`config.mk`:
```
export PLATFORM = sky130hd
export DESIGN_NAME = mior_top
export DESIGN_NICKNAME = d
export VERILOG_FILES = /design/src/mior_pkg.sv /design/src/mior_top.sv
export SDC_FILE = /design/constraint.sdc
export NUM_CORES = 1
export LEC_CHECK = 0
export BUFFER_PORTS_ARGS = -buffer_cell sky130_fd_sc_hd__buf_2
export CAP_MARGIN = 0
export CORE_ASPECT_RATIO = 1.5
export CORE_MARGIN = 8
export CORE_UTILIZATION = 56
export CTS_CLUSTER_DIAMETER = 100
export DETAILED_ROUTE_END_ITERATION = 10
export GPL_TIMING_DRIVEN = 0
export HOLD_SLACK_MARGIN = 0.12
export PLACE_DENSITY = 0.75
export SYNTH_ARGS = -nofsm -noshare
export SYNTH_HDL_FRONTEND = slang
export SYNTH_SLANG_ARGS = --single-unit
```
`constraint.sdc`:
```
create_clock -name clk -period 3.1 [get_ports clk]
set_input_delay 0.62 -clock clk [delete_from_list [all_inputs] [get_ports clk]]
set_output_delay 0.62 -clock clk [all_outputs]
set_load 0.01 [all_outputs]
```
`src/mior_pkg.sv`:
```
// Package: constants and carriers for the mixed I/O register block
package mior_pkg;
    // ------------------------------------------------------------
    // Register numbers for acyclic access
    // ------------------------------------------------------------
    localparam logic [7:0] REG_INPUT_STATE = 8'h00;
    localparam logic [7:0] REG_OUTPUT_SWITCH = 8'h02;
    localparam logic [7:0] REG_INPUT_FILTER = 8'h12;
    localparam logic [7:0] REG_OUTPUT_FAULT = 8'h1e;
    // ------------------------------------------------------------
    // Cyclic frame offsets, standard model
    // ------------------------------------------------------------
    localparam logic [7:0] STD_OFS_OUTPUT = 8'h00;
    localparam logic [7:0] STD_OFS_INPUT = 8'h01;
    localparam logic [7:0] STD_OFS_FAULT = 8'h02;
    // ------------------------------------------------------------
    // Bus-controller model: byte positions in the CAN objects
    // ------------------------------------------------------------
    localparam logic [7:0] BC_MODEL = 8'hfe;
    localparam logic [7:0] BC_OFS_INPUT = 8'h00;
    localparam logic [7:0] BC_OFS_OUTPUT = 8'h00;
    // ------------------------------------------------------------
    // Filter setting and timing
    // ------------------------------------------------------------
    localparam logic [7:0] FILTER_MAX = 8'hfa;
    localparam logic [7:0] FILTER_RESET = 8'h00;
    localparam logic [3:0] OUTPUT_RESET = 4'h0;
    localparam logic [3:0] FAULT_RESET = 4'h0;
    localparam int CLK_MHZ = 100;
    localparam int FILTER_STEP_US = 100;
    localparam int FILTER_STEP_CYC = FILTER_STEP_US * CLK_MHZ;
    localparam int FLASH_ON_MS = 200;
    localparam int FLASH_PERIOD_MS = 1200;
    localparam int FLASH_ON_CYC = FLASH_ON_MS * 1000 * CLK_MHZ;
    localparam int FLASH_PERIOD_CYC = FLASH_PERIOD_MS * 1000 * CLK_MHZ;

    // Access kind on the controller port
    typedef enum logic [1:0] {
        MIOR_ACC_IDLE = 2'b00,
        MIOR_ACC_CYCLIC = 2'b01,
        MIOR_ACC_ACYCLIC = 2'b10
    } mior_acc_t;

    // One request from the bus controller
    typedef struct packed {
        mior_acc_t kind;
        logic write;
        logic [7:0] addr;
        logic [7:0] wdata;
    } mior_req_t;

    // One answer to the bus controller
    typedef struct packed {
        logic valid;
        logic [7:0] rdata;
    } mior_rsp_t;
endpackage

```
`src/mior_top.sv`:
```
// Module: mixed I/O register map with channel indicators
`timescale 1ns/100ps
`default_nettype none

//
// Contract
// - Red indicator dark without channel faults
// - Red single flash on any channel fault
// - Green indicators follow eight input states
// - Orange indicators follow four output states
// - Input byte at register 0, bits 0-7
// - Output byte written at register 2, bits 0-3
// - Fault bits in register 30, bits 0-3
// - Acyclic by register; filter only acyclic write
// - Standard cyclic offsets: out 0, in 1, fault 2
// - Model 254: in/out at object byte 0
// - Fault on overload, no power, foreign voltage
// - Filter in 100 us units, clamp at 250
// - Output change clears its monitoring state
module mior_top #(
    // Channel counts
    parameter int N_IN = 8,
    parameter int N_OUT = 4,
    // Timing in clock cycles; small values keep simulation short
    parameter int FILTER_STEP = mior_pkg::FILTER_STEP_CYC,
    parameter int FLASH_ON = mior_pkg::FLASH_ON_CYC,
    parameter int FLASH_PERIOD = mior_pkg::FLASH_PERIOD_CYC
) (
    // Clock and reset
    input wire logic clk,
    input wire logic rstn,
    // Function model select
    input wire logic [7:0] func_model,
    // Controller request and answer
    input wire mior_pkg::mior_req_t req,
    output mior_pkg::mior_rsp_t rsp,
    // Field pins
    input wire logic [N_IN-1:0] din,
    output logic [N_OUT-1:0] dout,
    // Output monitor causes per channel
    input wire logic [N_OUT-1:0] mon_overload,
    input wire logic [N_OUT-1:0] mon_no_power,
    input wire logic [N_OUT-1:0] mon_ext_volt,
    // Indicators
    output logic led_red,
    output logic [N_IN-1:0] led_green,
    output logic [N_OUT-1:0] led_orange,
    // Clamped filter setting as it stands
    output logic [7:0] filter_eff
);
    // ------------------------------------------------------------
    // Declarations
    // ------------------------------------------------------------
    logic [N_OUT-1:0] out_reg, out_next;        // Commanded switching
    logic [N_OUT-1:0] fault_reg, fault_next;    // Sticky fault bits
    logic [7:0] filter_reg, filter_next;        // Clamped filter setting
    logic [N_IN-1:0] in_reg;                    // Filtered input state
    logic [31:0] step_reg;                      // 100 us prescaler
    logic [31:0] flash_reg;                     // Flash pattern timer
    mior_pkg::mior_rsp_t rsp_reg;               // Registered answer
    // Per-pin filter counters are declared inside the generate loop

    // ------------------------------------------------------------
    // Request decoding
    // ------------------------------------------------------------
    // Model select is a level, read afresh for every request
    wire is_bc = (func_model == mior_pkg::BC_MODEL);
    wire cyc = (req.kind == mior_pkg::MIOR_ACC_CYCLIC);
    wire acyc = (req.kind == mior_pkg::MIOR_ACC_ACYCLIC);
    // Cyclic offsets depend on model; CAN input and output objects are
    // separate, so both sit at byte 0 and direction tells them apart
    wire [7:0] ofs_in = is_bc ? mior_pkg::BC_OFS_INPUT : mior_pkg::STD_OFS_INPUT;
    wire [7:0] ofs_out = is_bc ? mior_pkg::BC_OFS_OUTPUT : mior_pkg::STD_OFS_OUTPUT;
    // Input byte by frame offset
    wire cyc_rd_in = cyc && !req.write && req.addr == ofs_in;
    // Fault byte is cyclic only in the standard model
    wire cyc_rd_fault = cyc && !req.write && !is_bc && req.addr == mior_pkg::STD_OFS_FAULT;
    // Output write by frame offset in either model
    wire cyc_wr_out = cyc && req.write && req.addr == ofs_out;
    // Acyclic access goes by register number
    wire acy_rd_in = acyc && !req.write && req.addr == mior_pkg::REG_INPUT_STATE;
    wire acy_rd_fault = acyc && !req.write && req.addr == mior_pkg::REG_OUTPUT_FAULT;
    wire acy_wr_out = acyc && req.write && req.addr == mior_pkg::REG_OUTPUT_SWITCH;
    // Filter is reachable by acyclic write only
    wire acy_wr_filt = acyc && req.write && req.addr == mior_pkg::REG_INPUT_FILTER;
    // Both paths may write the outputs; the filter has no cyclic path
    wire wr_out = cyc_wr_out || acy_wr_out;
    wire [N_OUT-1:0] new_out = req.wdata[N_OUT-1:0];
    wire [7:0] filt_clamped = (req.wdata > mior_pkg::FILTER_MAX) ? mior_pkg::FILTER_MAX
                                                                 : req.wdata;
    // Bits whose commanded state flips with this write
    wire [N_OUT-1:0] changed = wr_out ? (new_out ^ out_reg) : '0;
    // Each cause of a fault; no power and foreign voltage qualified by commanded state, overload always counts
    wire [N_OUT-1:0] cause = mon_overload | (out_reg & mon_no_power)
                           | (~out_reg & mon_ext_volt);
    // Unused upper bits of the fault byte read as zero
    wire [7:0] fault_byte = {{(8-N_OUT){1'b0}}, fault_reg};
    wire [7:0] in_byte = in_reg;
    // One filter step has elapsed
    wire step_tick = (step_reg >= 32'(FILTER_STEP - 1));

    // ------------------------------------------------------------
    // Next-state selection
    // ------------------------------------------------------------
    // Outputs hold until the controller writes them
    assign out_next = wr_out ? new_out : out_reg;
    // Monitoring restarts on a change; a fresh cause still wins
    assign fault_next = (fault_reg & ~changed) | cause;
    // Clamping happens on the way in, so the register never holds more
    assign filter_next = acy_wr_filt ? filt_clamped : filter_reg;

    // ------------------------------------------------------------
    // Control registers
    // ------------------------------------------------------------
    // Reset leaves outputs off, faults clear and the filter bypassed
    always_ff @(posedge clk or negedge rstn) begin
        if (!rstn) begin
            out_reg <= mior_pkg::OUTPUT_RESET;
            fault_reg <= mior_pkg::FAULT_RESET;
            filter_reg <= mior_pkg::FILTER_RESET;
        end else begin
            out_reg <= out_next;
            fault_reg <= fault_next;
            filter_reg <= filter_next;
        end
    end

    // ------------------------------------------------------------
    // Input filter: per-channel debounce in 100 us steps
    // ------------------------------------------------------------
    // Shared prescaler: the first step after a pin starts to differ may be
    // partial, so the delay can fall short of the setting by up to one step
    always_ff @(posedge clk or negedge rstn) begin
        if (!rstn) begin
            step_reg <= '0;
        end else begin
            step_reg <= step_tick ? 32'h0 : step_reg + 32'h1;
        end
    end

    // One debounce counter per input pin
    genvar gi;
    generate
        for (gi = 0; gi < N_IN; gi++) begin : g_filt
            logic [7:0] cnt_reg;  // Steps the pin has differed
            // Zero setting passes the pin straight through
            always_ff @(posedge clk or negedge rstn) begin
                if (!rstn) begin
                    cnt_reg <= 8'h00;
                    in_reg[gi] <= 1'b0;
                end else if (filter_reg == 8'h00) begin
                    cnt_reg <= 8'h00;
                    in_reg[gi] <= din[gi];
                end else if (din[gi] == in_reg[gi]) begin
                    // Pin agrees again: restart the count
                    cnt_reg <= 8'h00;
                end else if (step_tick) begin
                    if (cnt_reg + 8'h01 >= filter_reg) begin
                        in_reg[gi] <= din[gi];
                        cnt_reg <= 8'h00;
                    end else begin
                        cnt_reg <= cnt_reg + 8'h01;
                    end
                end
            end
        end
    endgenerate

    // ------------------------------------------------------------
    // Answer path: one-cycle registered read data
    // ------------------------------------------------------------
    // Writes and unmapped reads still answer, with zero data
    always_ff @(posedge clk or negedge rstn) begin
        if (!rstn) begin
            rsp_reg <= '0;
        end else begin
            rsp_reg.valid <= cyc || acyc;
            if (cyc_rd_in || acy_rd_in) begin
                rsp_reg.rdata <= in_byte;
            end else if (cyc_rd_fault || acy_rd_fault) begin
                rsp_reg.rdata <= fault_byte;
            end else begin
                rsp_reg.rdata <= 8'h00;   // Unmapped or write
            end
        end
    end

    // ------------------------------------------------------------
    // Red indicator single-flash timer
    // ------------------------------------------------------------
    // Timer runs freely; pattern only shown while a fault stands
    // A fault raised mid-period may show a shortened first flash
    always_ff @(posedge clk or negedge rstn) begin
        if (!rstn) begin
            flash_reg <= '0;
            led_red <= 1'b0;
        end else begin
            flash_reg <= (flash_reg >= 32'(FLASH_PERIOD - 1)) ? 32'h0 : flash_reg + 32'h1;
            led_red <= (|fault_reg) && (flash_reg < 32'(FLASH_ON));
        end
    end

    // ------------------------------------------------------------
    // Pin and indicator outputs, all registered
    // ------------------------------------------------------------
    // Pins use the next value, so they follow a write after one cycle
    always_ff @(posedge clk or negedge rstn) begin
        if (!rstn) begin
            dout <= '0;
            led_green <= '0;
            led_orange <= '0;
            filter_eff <= 8'h00;
        end else begin
            dout <= out_next;
            led_green <= in_reg;
            led_orange <= out_next;
            // Stored setting, two cycles behind the write request
            filter_eff <= filter_reg;
        end
    end

    // Answer leaves straight from its register
    assign rsp = rsp_reg;
endmodule

`default_nettype wire

```
# Word level (Yosys, flattened, before mapping)
# Cells that the tools add are included.
# totals
inputBits	49
elab_cells	198
ff_bits	178
# op_classes
n_eq_ne	23
order_cmp	12
add_sub_neg	10
n_reduce_logical	47
bitwise_logic	9
muxes	71
# ops
cell	n
$mux W8	34
$add A32 B1 Y32 const B	2
$add A8 B1 Y8 const B	8
$ge A8 B8 Y1	8
$mux W32	2
$mux W1	33
$ge A32 B14 Y1 const B	1
$ge A32 B27 Y1 const B	1
$lt A32 B25 Y1 const B	1
$reduce_and A3 Y1	8
$reduce_bool A3 Y1	8
$reduce_bool A2 Y1	9
$eq A8 B5 Y1 const B	2
$logic_not A8 Y1	2
$logic_and A1 B1 Y1	13
$and A4 B4 Y4	3
$or A4 B4 Y4	3
$ne A2 B2 Y1 const B	5
$eq A1 B1 Y1	8
$eq A8 B1 Y1	1
$eq A8 B2 Y1 const B	1
$eq A8 B8 Y1 const B	1
$gt A8 B8 Y1 const B	1
$mux W4	2
8 further kinds	15

# Longest topological paths before layout
# Gate-level depths: netlist of run 1.
# depth
ltp_word	8
depth_mapped	11
mapped_depth_nobuf	11

# Worst setup path after synthesis of run 1
# Ideal clock, no wire load.
# synth_timing
kind	reg2reg
from	register g_filt[7].cnt_reg[0]
to	register g_filt[7].cnt_reg[5]
path_slack_ns	0.429
synth_period_minus_slack_ns	2.671
path_stages_with_launch	10
arrival_time_ns	2.545
path_cell_list	dfrtp_1 > nand3_1 > nor2_1 > nand3_1 > xnor2_1 > ha_1 > nand4_1 > o311ai_0 > nor2_1 > a221o_1
# synth_via
elab_chain_cells	6
# synth_lines
element	line_no	text
from (decl)	mior_top.sv:145	logic [7:0] cnt_reg;
from (signal assigned)	mior_top.sv:162	cnt_reg <= cnt_reg + 8'h01;
$add A8 B1 Y8 (*)	mior_top.sv:158, mior_top.sv:162	
$ge A8 B8 Y1	mior_top.sv:158	if (cnt_reg + 8'h01 >= filter_reg) begin
$mux W8 (*)	mior_top.sv:158	
$mux W8 (*)	mior_top.sv:157	end else if (step_tick) begin
$mux W8 (*)	mior_top.sv:154	end else if (din[gi] == in_reg[gi]) begin
$mux W8 (*)	mior_top.sv:151	end else if (filter_reg == 8'h00) begin
# Mark *: on every way between the ends. The rest lies on a longest branch, timed or not. The select of a mux whose other input is x is not followed.
# A chain may end at the register's enable or synchronous reset.

# Final worst setup path of run 1
# layout_timing
from	register g_filt[0].cnt_reg[0]
to	register in_reg[0], in the netlist in_byte[0]
# layout_via
elab_chain_cells	4
# layout_lines
element	line_no	text
from (decl)	mior_top.sv:145	
from (signal assigned)	mior_top.sv:162	
$add A8 B1 Y8	mior_top.sv:158	
$ge A8 B8 Y1	mior_top.sv:158	
$reduce_bool A2 Y1 (no source line)	n/a	
$reduce_and A3 Y1 (no source line)	n/a	
to (signal, indexed assignment)	mior_top.sv:153	in_reg[gi] <= din[gi];
to (signal, indexed assignment)	mior_top.sv:159	in_reg[gi] <= din[gi];
to (decl)	mior_top.sv:57	logic [N_IN-1:0] in_reg;
# No other way between the ends.

==> impl.org, run 1 <==
** Status
- The flow ran to the end, and the final reports show no timing, DRC or antenna violations.

** Logic synthesis
- Number of register bits inferred by synthesis :: around 180
- In this run the biggest area consumer among cell types represents around 45% of the synthesized area.
- Register area share after synthesis :: approximately 45%
- Of all flip-flops after synthesis, the portion carrying an async set or reset was 100.0%.
- Counting flops with a built-in enable in the synthesized netlist gives 0.
- The Yosys step of the flow raised 0 warnings.
- Mapped Avg Cell Area :: 9.946 µm²
- In the synthesized netlist, the number of instances is 998.
- Number of distinct library cell variants in the gate-level netlist after synthesis :: 67
- After synthesis the cells add up to between 0.009 and 0.01 mm².
- Library cell with the largest summed area after synthesis :: sky130_fd_sc_hd__dfrtp_1
- Ys flop type :: sky130_fd_sc_hd__dfrtp_1
- In the post-synthesis netlist, the biggest area contributors are sky130_fd_sc_hd__dfrtp_1, sky130_fd_sc_hd__ha_1, sky130_fd_sc_hd__xor2_1.

** Power
- In this run the static leakage power is about 5.3 nW.
- Total chip power :: ~7 mW
- The worst-case IR drop observed on VDD is around 0.00037 V.
- Power density over the cells :: roughly 600 mW/mm²

** GRT
- The via count of the first global-routing pass came to about 8300.
- Entering global routing, the biggest net connects roughly 120 pins.
- The first global-routing pass estimated about 40000 µm of wire.
- Number of antenna violations at the first check in global routing :: 0
- Global route overflow :: 0
- Global routing used a little over a fifth of the available tracks.

** Finish
- Fill cell total of the finished layout :: 1357
- Layout cells sized above 1 :: ~16%
- For this run, the post-layout net count is between 1000 and 1500.
- The register with the most flip-flops in the layout has 64 of them.
- From synthesis to final layout, the design area changed by 14.98%.
- Ant. Diodes :: 0
- After routing the design area is 0.01141 mm².

** Detailed routing
- In the routed design, unresolved DRC markers number 0.
- Initial DRC Count :: between 500 and 600
- The first detailed-routing pass took 7 iterations.
- Once detail routing completed, the nets flagged for antenna violations numbered 0.
- Vias per std cell :: roughly 6
- Vias :: around 8100
- Total detailed-routing wirelength :: between 20000 and 25000 µm
- Routed wire per std cell :: ~18 µm

** Setup path
- Critical path's most frequent cell :: sky130_fd_sc_hd__ha_1
- The worst setup path is of the register to register kind.
- Critical Path Source Type :: register
- Critical Path End Type :: register
- The critical path goes through ha_1 -> nand3_1 -> or2_2 -> xnor2_1 -> ha_1 -> a21o_1 -> a21oi_1 -> o31a_1 -> o21ai_0 -> mux2_2.
- Arrival @ worst endpoint :: 3.20 ns
- Data on the critical path is required at its endpoint by 3.42 ns.
- On the worst path, the slowest cell contributes a delay of 0.42 ns.
- Largest fanout on the critical path :: 9
- Slowest library cell on the worst path :: sky130_fd_sc_hd__dfrtp_1

** Clock tree
- Clock-pin slew was measured on the worst setup and hold paths at roughly 0.07 ns.
- The later pin in the worst-skew pair is clocked with a latency of about 0.44 ns.
- For this design, the CTS-stage hold fixing added 0 buffers.
- Clock tree synthesis selected as its root buffer the cell sky130_fd_sc_hd__clkbuf_16.
- Clk sinks :: roughly 180
- CTS H-tree depth :: 4
- Number of clock buffers inserted by TritonCTS :: 17
- TritonCTS built the clock tree.
- The longest clock path from root to sink contains 2 buffers.

** Hold path
- The worst hold path belongs to the class input port to asynchronous set/reset pin.

** Place
- Summed over all nets, the half-perimeter wirelength after detailed placement is between 15000 and 20000 µm.
- The congestion estimate from routability-driven global placement came to between 0.8 and 0.9.
- Count of port buffers added during placement :: slightly above 80
- Area of placed instances :: about 0.011 mm²

** Floorplanning
- During I/O placement, the number of pins put on the boundary was 83.
- Site row count :: 59
- Core region area :: about 0.017 mm²
- Die ar. :: 0.02233 mm²
- Starting utilization of the core area :: a little under three fifths
- Die extent in y :: between 150 and 200 µm
- Die extent in x :: 124.7 µm

** STA
- Transition time at the pin with the least slew margin :: 1.143 ns
- Smallest hold slack :: 0.09904 ns
- The number of hold violations in the final report is 0.
- Maximum frequency from static timing analysis :: 347.6 MHz
- Final Skew :: ~0.011 ns
- Setup violations remaining at the end of the flow were counted as 0.
- Final min period :: approximately 2.9 ns
- The count of final max-slew check failures is 0.
- Tcrit/Tclk final :: 92.80%
- Slew headroom :: 23.09%
- Unrepaired setup endpoints after global routing :: false

** Run
- Across the run, the number of max-cap violations was 0.
==> synth_stat cells, drive strengths merged, types with 13 or more instances <==
library cell,number
a21oi,43
ha,76
o22ai,15
or3,14
nand4,17
nor4,17
and2,15
dfrtp,178
nor2,91
mux2,20
a31oi,19
inv,39
o21ai,36
nor3,25
xnor2,43
buf,15
and3,18
a32o,13
nand3,60
xor2,46
nand2,81
==> through the flow <==
step,setup TNS (ns),std cells,setup WS (ns),utilization (%)
after global placement,-249.61,1315,-1.415,61.59
after detailed placement,-1.124,1316,-0.1175,61.81
after floorplan,0,1020,0.4294,-
final,0,1350,0.2231,65.78
after global routing,0,1350,0.01560,65.78
after CTS,0,1346,0.002855,65.29
==> repair_timing <==
item	4_1_cts	5_1_grt
buffers inserted	0	5
endpoints found under the setup margin	16	54
resized for setup	4	13
pin swaps	0	7
cloned	0	0
==> placed cells by master, fill, tap and decap left out, types with 9 or more instances in the layout <==
master,instances
sky130_fd_sc_hd__a21oi_1,41
sky130_fd_sc_hd__a31oi_1,19
sky130_fd_sc_hd__a32o_1,13
sky130_fd_sc_hd__and2_1,12
sky130_fd_sc_hd__and3_1,18
sky130_fd_sc_hd__buf_2,85
sky130_fd_sc_hd__buf_4,12
sky130_fd_sc_hd__clkbuf_16,17
sky130_fd_sc_hd__conb_1,23
sky130_fd_sc_hd__dfrtp_1,177
sky130_fd_sc_hd__ha_1,76
sky130_fd_sc_hd__inv_1,39
sky130_fd_sc_hd__mux2_2,20
sky130_fd_sc_hd__nand2_1,79
sky130_fd_sc_hd__nand2b_1,10
sky130_fd_sc_hd__nand3_1,59
sky130_fd_sc_hd__nand4_1,17
sky130_fd_sc_hd__nor2_1,88
sky130_fd_sc_hd__nor3_1,23
sky130_fd_sc_hd__nor4_1,16
sky130_fd_sc_hd__o21ai_0,36
sky130_fd_sc_hd__o22ai_1,15
sky130_fd_sc_hd__o2bb2ai_1,9
sky130_fd_sc_hd__or3_1,14
sky130_fd_sc_hd__xnor2_1,43
sky130_fd_sc_hd__xor2_1,46
==> per-layer routing <==
layer  track usage, %  routed length, µm  vias up
met5                0                  0        -
met4            9.320                599        0
met3            4.410               1059       50
met2            39.95              12670      199
met1            23.93               9494     3965
li1                 -                  -     3856
==> logic make-up after synthesis <==
kind of cell	Yosys count	synth area share (%)
fa+ha+maj	76	9.580
simple gates	375	18.86
compound gates	191	13.11
xor+xnor	89	7.853
other cells	1	0.03778
buf+inv	62	2.811
flops	178	44.88
mux	26	2.874
==> worst max-delay path: cells and delay by family (launching register included) <==
family,cells,cell delay [ns]
mux,1,0.30
simple gates,2,0.54
xor+xnor,1,0.14
fa+ha+maj,2,0.52
flops,1,0.42
compound gates,4,0.84
==> path summary, 6_finish.rpt <==
check,startpoint,end,slack [ns],cells after the start
worst max-delay path,g_filt[0].cnt_reg[0],in_byte[0],0.22,10
worst min-delay path,rstn,g_filt[2].cnt_reg[4],0.1,1
worst max register to register,g_filt[0].cnt_reg[0],in_byte[0],0.22,10
worst min register to register,filter_reg[1],filter_eff[1],0.42,0
max in group asynchronous,rstn,flash_reg[15],2.06,2
min in group clk,mon_overload[0],fault_reg[0],0.36,2
==> final cells by class <==
cell class | count | area [µm²] | area share (%)
clock inverters | 12 | 150.1 | 1.316
flip-flops and latches | 178 | 4456 | 39.04
multi-input cells | 780 | 5340 | 46.79
clock buffers | 18 | 439.2 | 3.848
well taps | 213 | 266.5 | 2.335
plain buffers | 22 | 128.9 | 1.129
inverters | 39 | 146.4 | 1.283
repair buffers | 88 | 485.5 | 4.254
==> report_power, final <==
part | total [mW] | internal, mW | switching [mW]
registers | 2.75 | 2.54 | 0.215
clock network | 2.18 | 1.22 | 0.961
logic | 1.87 | 0.780 | 1.09
(Power assumes the default switching activity.)
==> run 2: changes to the inputs <==
--- a/config.mk
+++ b/config.mk
@@ -14,7 +14,7 @@
 export DETAILED_ROUTE_END_ITERATION = 10
 export GPL_TIMING_DRIVEN = 0
 export HOLD_SLACK_MARGIN = 0.12
-export PLACE_DENSITY = 0.75
+export PLACE_DENSITY = 0.79
 export SYNTH_ARGS = -nofsm -noshare
 export SYNTH_HDL_FRONTEND = slang
 export SYNTH_SLANG_ARGS = --single-unit
==> run 2 against run 1 <==
Worst setup slack lost 0.12 ns. Sequential power barely moved. Core utilization grew 0.25 points. Total power rose by 3.2%. Critical path depth shrank 3. Cell area grew 0.38%. Maximum frequency fell by 4.0%. First-iteration DRC count up 0.19%. Critical endpoint is now g_filt[0].cnt_reg[7]. Largest cell class unchanged. Largest power group unchanged.
==> impl.org, run 2 (synthesized netlist as in run 1, its figures left out) <==
** Finish
- The net total in the final layout was 1248 (-0.24%).
- Compared with the post-synthesis result, the final layout area differs by 15.42%.
- Top library cells by usage in the layout, fill and taps aside :: sky130_fd_sc_hd__dfrtp_1, sky130_fd_sc_hd__nor2_1, sky130_fd_sc_hd__buf_2
- The fill cell total of the finished layout was 1324 (-2.4%).
- Layout cells sized above 1 :: 15.52% (-0.047 points)
- The number of diodes added for antenna fixing is 0 (unchanged).
- The library cell used most frequently in the layout, excluding fill and tap cells, is sky130_fd_sc_hd__dfrtp_1.
- Largest register FFs :: 64 (unchanged)

** STA
- The number of hold violations in the final report was 0 (unchanged).
- The fmax came to 333.6 MHz (-4.0%).
- Final min period :: 2.998 ns (+0.1210 ns)
- Final Skew :: 0.009017 ns (-0.001677 ns)
- Number of pins with negative max-slew slack in the final report :: 0 (unchanged)
- Final setup fails :: 0 (unchanged)
- Final worst-path setup slack :: 0.1020 ns (-0.1210 ns)
- The post-route clock period utilization came to 96.71% (+3.9 points).
- Smallest hold slack :: 0.1599 ns (+0.06087 ns)
- Transition time at the pin with the least slew margin :: 1.132 ns (-0.01151 ns)
- Slew headroom :: 23.86% (+0.77 points)
- Sum of negative setup slack :: 0 ns (unchanged)

** GRT
- Number of global-route vias before repair :: 8453 (+2.2%)
- The global-route wire length before repair is 40670 µm (+2.7%).
- The initial antenna violation count is 0 (unchanged).
- Overall Global Routing Usage :: 22.24% (+0.48 points)
- The pin count of the biggest net entering global routing came to 94 (-20%).
- The aggregate global routing overflow is 0 (unchanged).

** Setup path
- The worst path required time was 3.45 ns (+0.03 ns).
- The endpoint identified for the worst register-to-register timing path is g_filt[0].cnt_reg[7].
- Worst r2r path cells :: 7 (-3)
- Critical Path Source Type :: register
- The slack of the worst reg-to-reg path is 0.10 ns (-0.12 ns).
- Critical Path End Type :: register
- Worst reg2reg path startpoint :: step_reg[14]
- Largest fanout on the critical path :: 10 (+1)
- Arrival @ worst endpoint :: 3.35 ns (+0.15 ns)
- WS Path Type :: register to register

** Clock tree
- The insertion delay to the later sink of the worst-skew pair is 0.43 ns (about the same).
- The root buffer cell chosen for the clock tree is sky130_fd_sc_hd__clkbuf_16.
- TritonCTS built the clock tree.
- The number of buffers added to fix hold violations after cts is 0 (unchanged).
- Clk slew on worst S/H paths :: 0.07 ns (about the same)
- The maximum buffer depth of the clock tree was 2 (unchanged).
- The number of buffers inserted during clock tree synthesis came to 17 (unchanged).
- The number of clock sinks seen by CTS is 178 (unchanged).
- CTS H-tree depth :: 4 (unchanged)

** Detailed routing
- Routed wire per std cell :: 18.18 µm (+3.0%)
- Vias per std cell :: 6.055 (+1.3%)
- Total detailed-routing wirelength :: 24490 µm (+2.8%)
- Residual DRC :: 0 (unchanged)
- The violation count after the first detailed-routing iteration came to 533 (+0.19%).
- The number of detailed-routing iterations run before antenna repair is 7 (unchanged).
- Vias :: 8156 (+1.1%)
- The number of nets still failing antenna checks after routing is 0 (unchanged).

** Floorplanning
- The horizontal die dimension is 124.7 µm (unchanged).
- Number of I/O pins :: 83 (unchanged)
- The floorplan row count was 59 (unchanged).
- Starting utilization of the core area :: 57.22% (unchanged)
- Core region area :: 0.01735 mm² (unchanged)
- The vertical extent of the die was 179.1 µm (unchanged).
- The area enclosed by the die boundary was 0.02233 mm² (unchanged).

** Power
- The worst vdd rail ir drop came to 0.0004281 V (+14%).
- Power density over the cells :: 613.6 mW/mm² (+2.8%)
- The total power came to 7.030 mW (+3.2%).
- Leakage power of the design :: 5.338 nW (+0.37%)

** Hold path
- Min-delay worst type :: input port to asynchronous set/reset pin

** Place
- HPWL after detailed placement :: 17170 µm (+1.7%)
- Setup slack after placement :: -0.2659 ns (-0.1484 ns)
- The count of input and output buffers came to 82 (unchanged).
- The weighted congestion at the end of routability-driven global placement came to 0.9169 (+7.9%).

** Status
- Run status :: completed

** Run
- Max-cap viol count :: 0 (unchanged)
[run 2: cell count changes in the layout (fill, tap and decap cells not counted), moves of 2 or more]
cell / before / now
sky130_fd_sc_hd__clkinv_4: 3 / 0
sky130_fd_sc_hd__nor3_2: 0 / 2
sky130_fd_sc_hd__bufinv_16: 2 / 4
sky130_fd_sc_hd__buf_4: 12 / 9
sky130_fd_sc_hd__clkinvlp_4: 2 / 0
[run 2: per-layer routing]
| metal | wire length [µm] | global-route usage, % |
|---|---|---|
| met4 | 820 | 9.824 |
| met3 | 1480 | 4.232 |
| met2 | 12770 | 41.69 |
| met1 | 9418 | 23.80 |
| met5 | 0 | 0 |
[run 2: area by class of cell]
| class | count | area, µm² | share of cell area [%] |
|---|---|---|---|
| flip-flops and latches | 178 | 4454 | 38.88 |
| clock buffers | 19 | 452.9 | 3.954 |
| inverters | 39 | 146.4 | 1.278 |
| multi-input cells | 780 | 5355 | 46.75 |
| well taps | 213 | 266.5 | 2.326 |
| plain buffers | 22 | 128.9 | 1.125 |
| repair buffers | 85 | 462.9 | 4.041 |
| clock inverters | 11 | 188.9 | 1.649 |
[run 2: repair_timing]
| action | CTS | global route |
|---|---|---|
| pin swaps | 0 | 5 |
| gates resized for setup | 4 | 13 |
| setup endpoints to repair | 16 | 49 |
| buffers inserted | 0 | 2 |
| cloned | 0 | 0 |
[run 2: worst max-delay path by stage]
stage,cells past startpoint,to,slack [ns],startpoint
after floorplan,9,g_filt[7].cnt_reg[5],0.43,g_filt[7].cnt_reg[0]
after global placement,1,flash_reg[12],-1.39,rstn
after detailed placement,9,g_filt[7].cnt_reg[5],-0.27,g_filt[7].cnt_reg[0]
after CTS,10,g_filt[3].cnt_reg[7],0.007,g_filt[3].cnt_reg[0]
after global routing,9,in_byte[7],-0.02,g_filt[7].cnt_reg[0]
final,7,g_filt[0].cnt_reg[7],0.10,step_reg[14]
[run 2: report_power, final]
group,total (mW),leakage (nW),internal (mW),switching [mW]
clock network,2.37,0.317,1.41,0.957
logic,1.90,2.67,0.781,1.12
registers,2.76,2.35,2.54,0.226
[run 2: worst max-delay path: stages, from the launching register on]
cell                      delay, ns
sky130_fd_sc_hd__dfrtp_1       0.37
sky130_fd_sc_hd__nor4_1        0.29
sky130_fd_sc_hd__nand4_1       0.57
sky130_fd_sc_hd__nor3_2        0.91
sky130_fd_sc_hd__buf_4         0.32
sky130_fd_sc_hd__buf_4         0.21
sky130_fd_sc_hd__nand2_1       0.08
sky130_fd_sc_hd__a21oi_1       0.15
[run 2: metrics by stage]
stage | utilization, % | instance area, µm² | cells
final | 66.04 | 11460 | 1347
after global routing | 66.04 | 11460 | 1347
after CTS | 65.64 | 11390 | 1346
after detailed placement | 61.84 | 10730 | 1316
after global placement | 61.59 | 10690 | 1315
after floorplan | - | 10010 | 1020
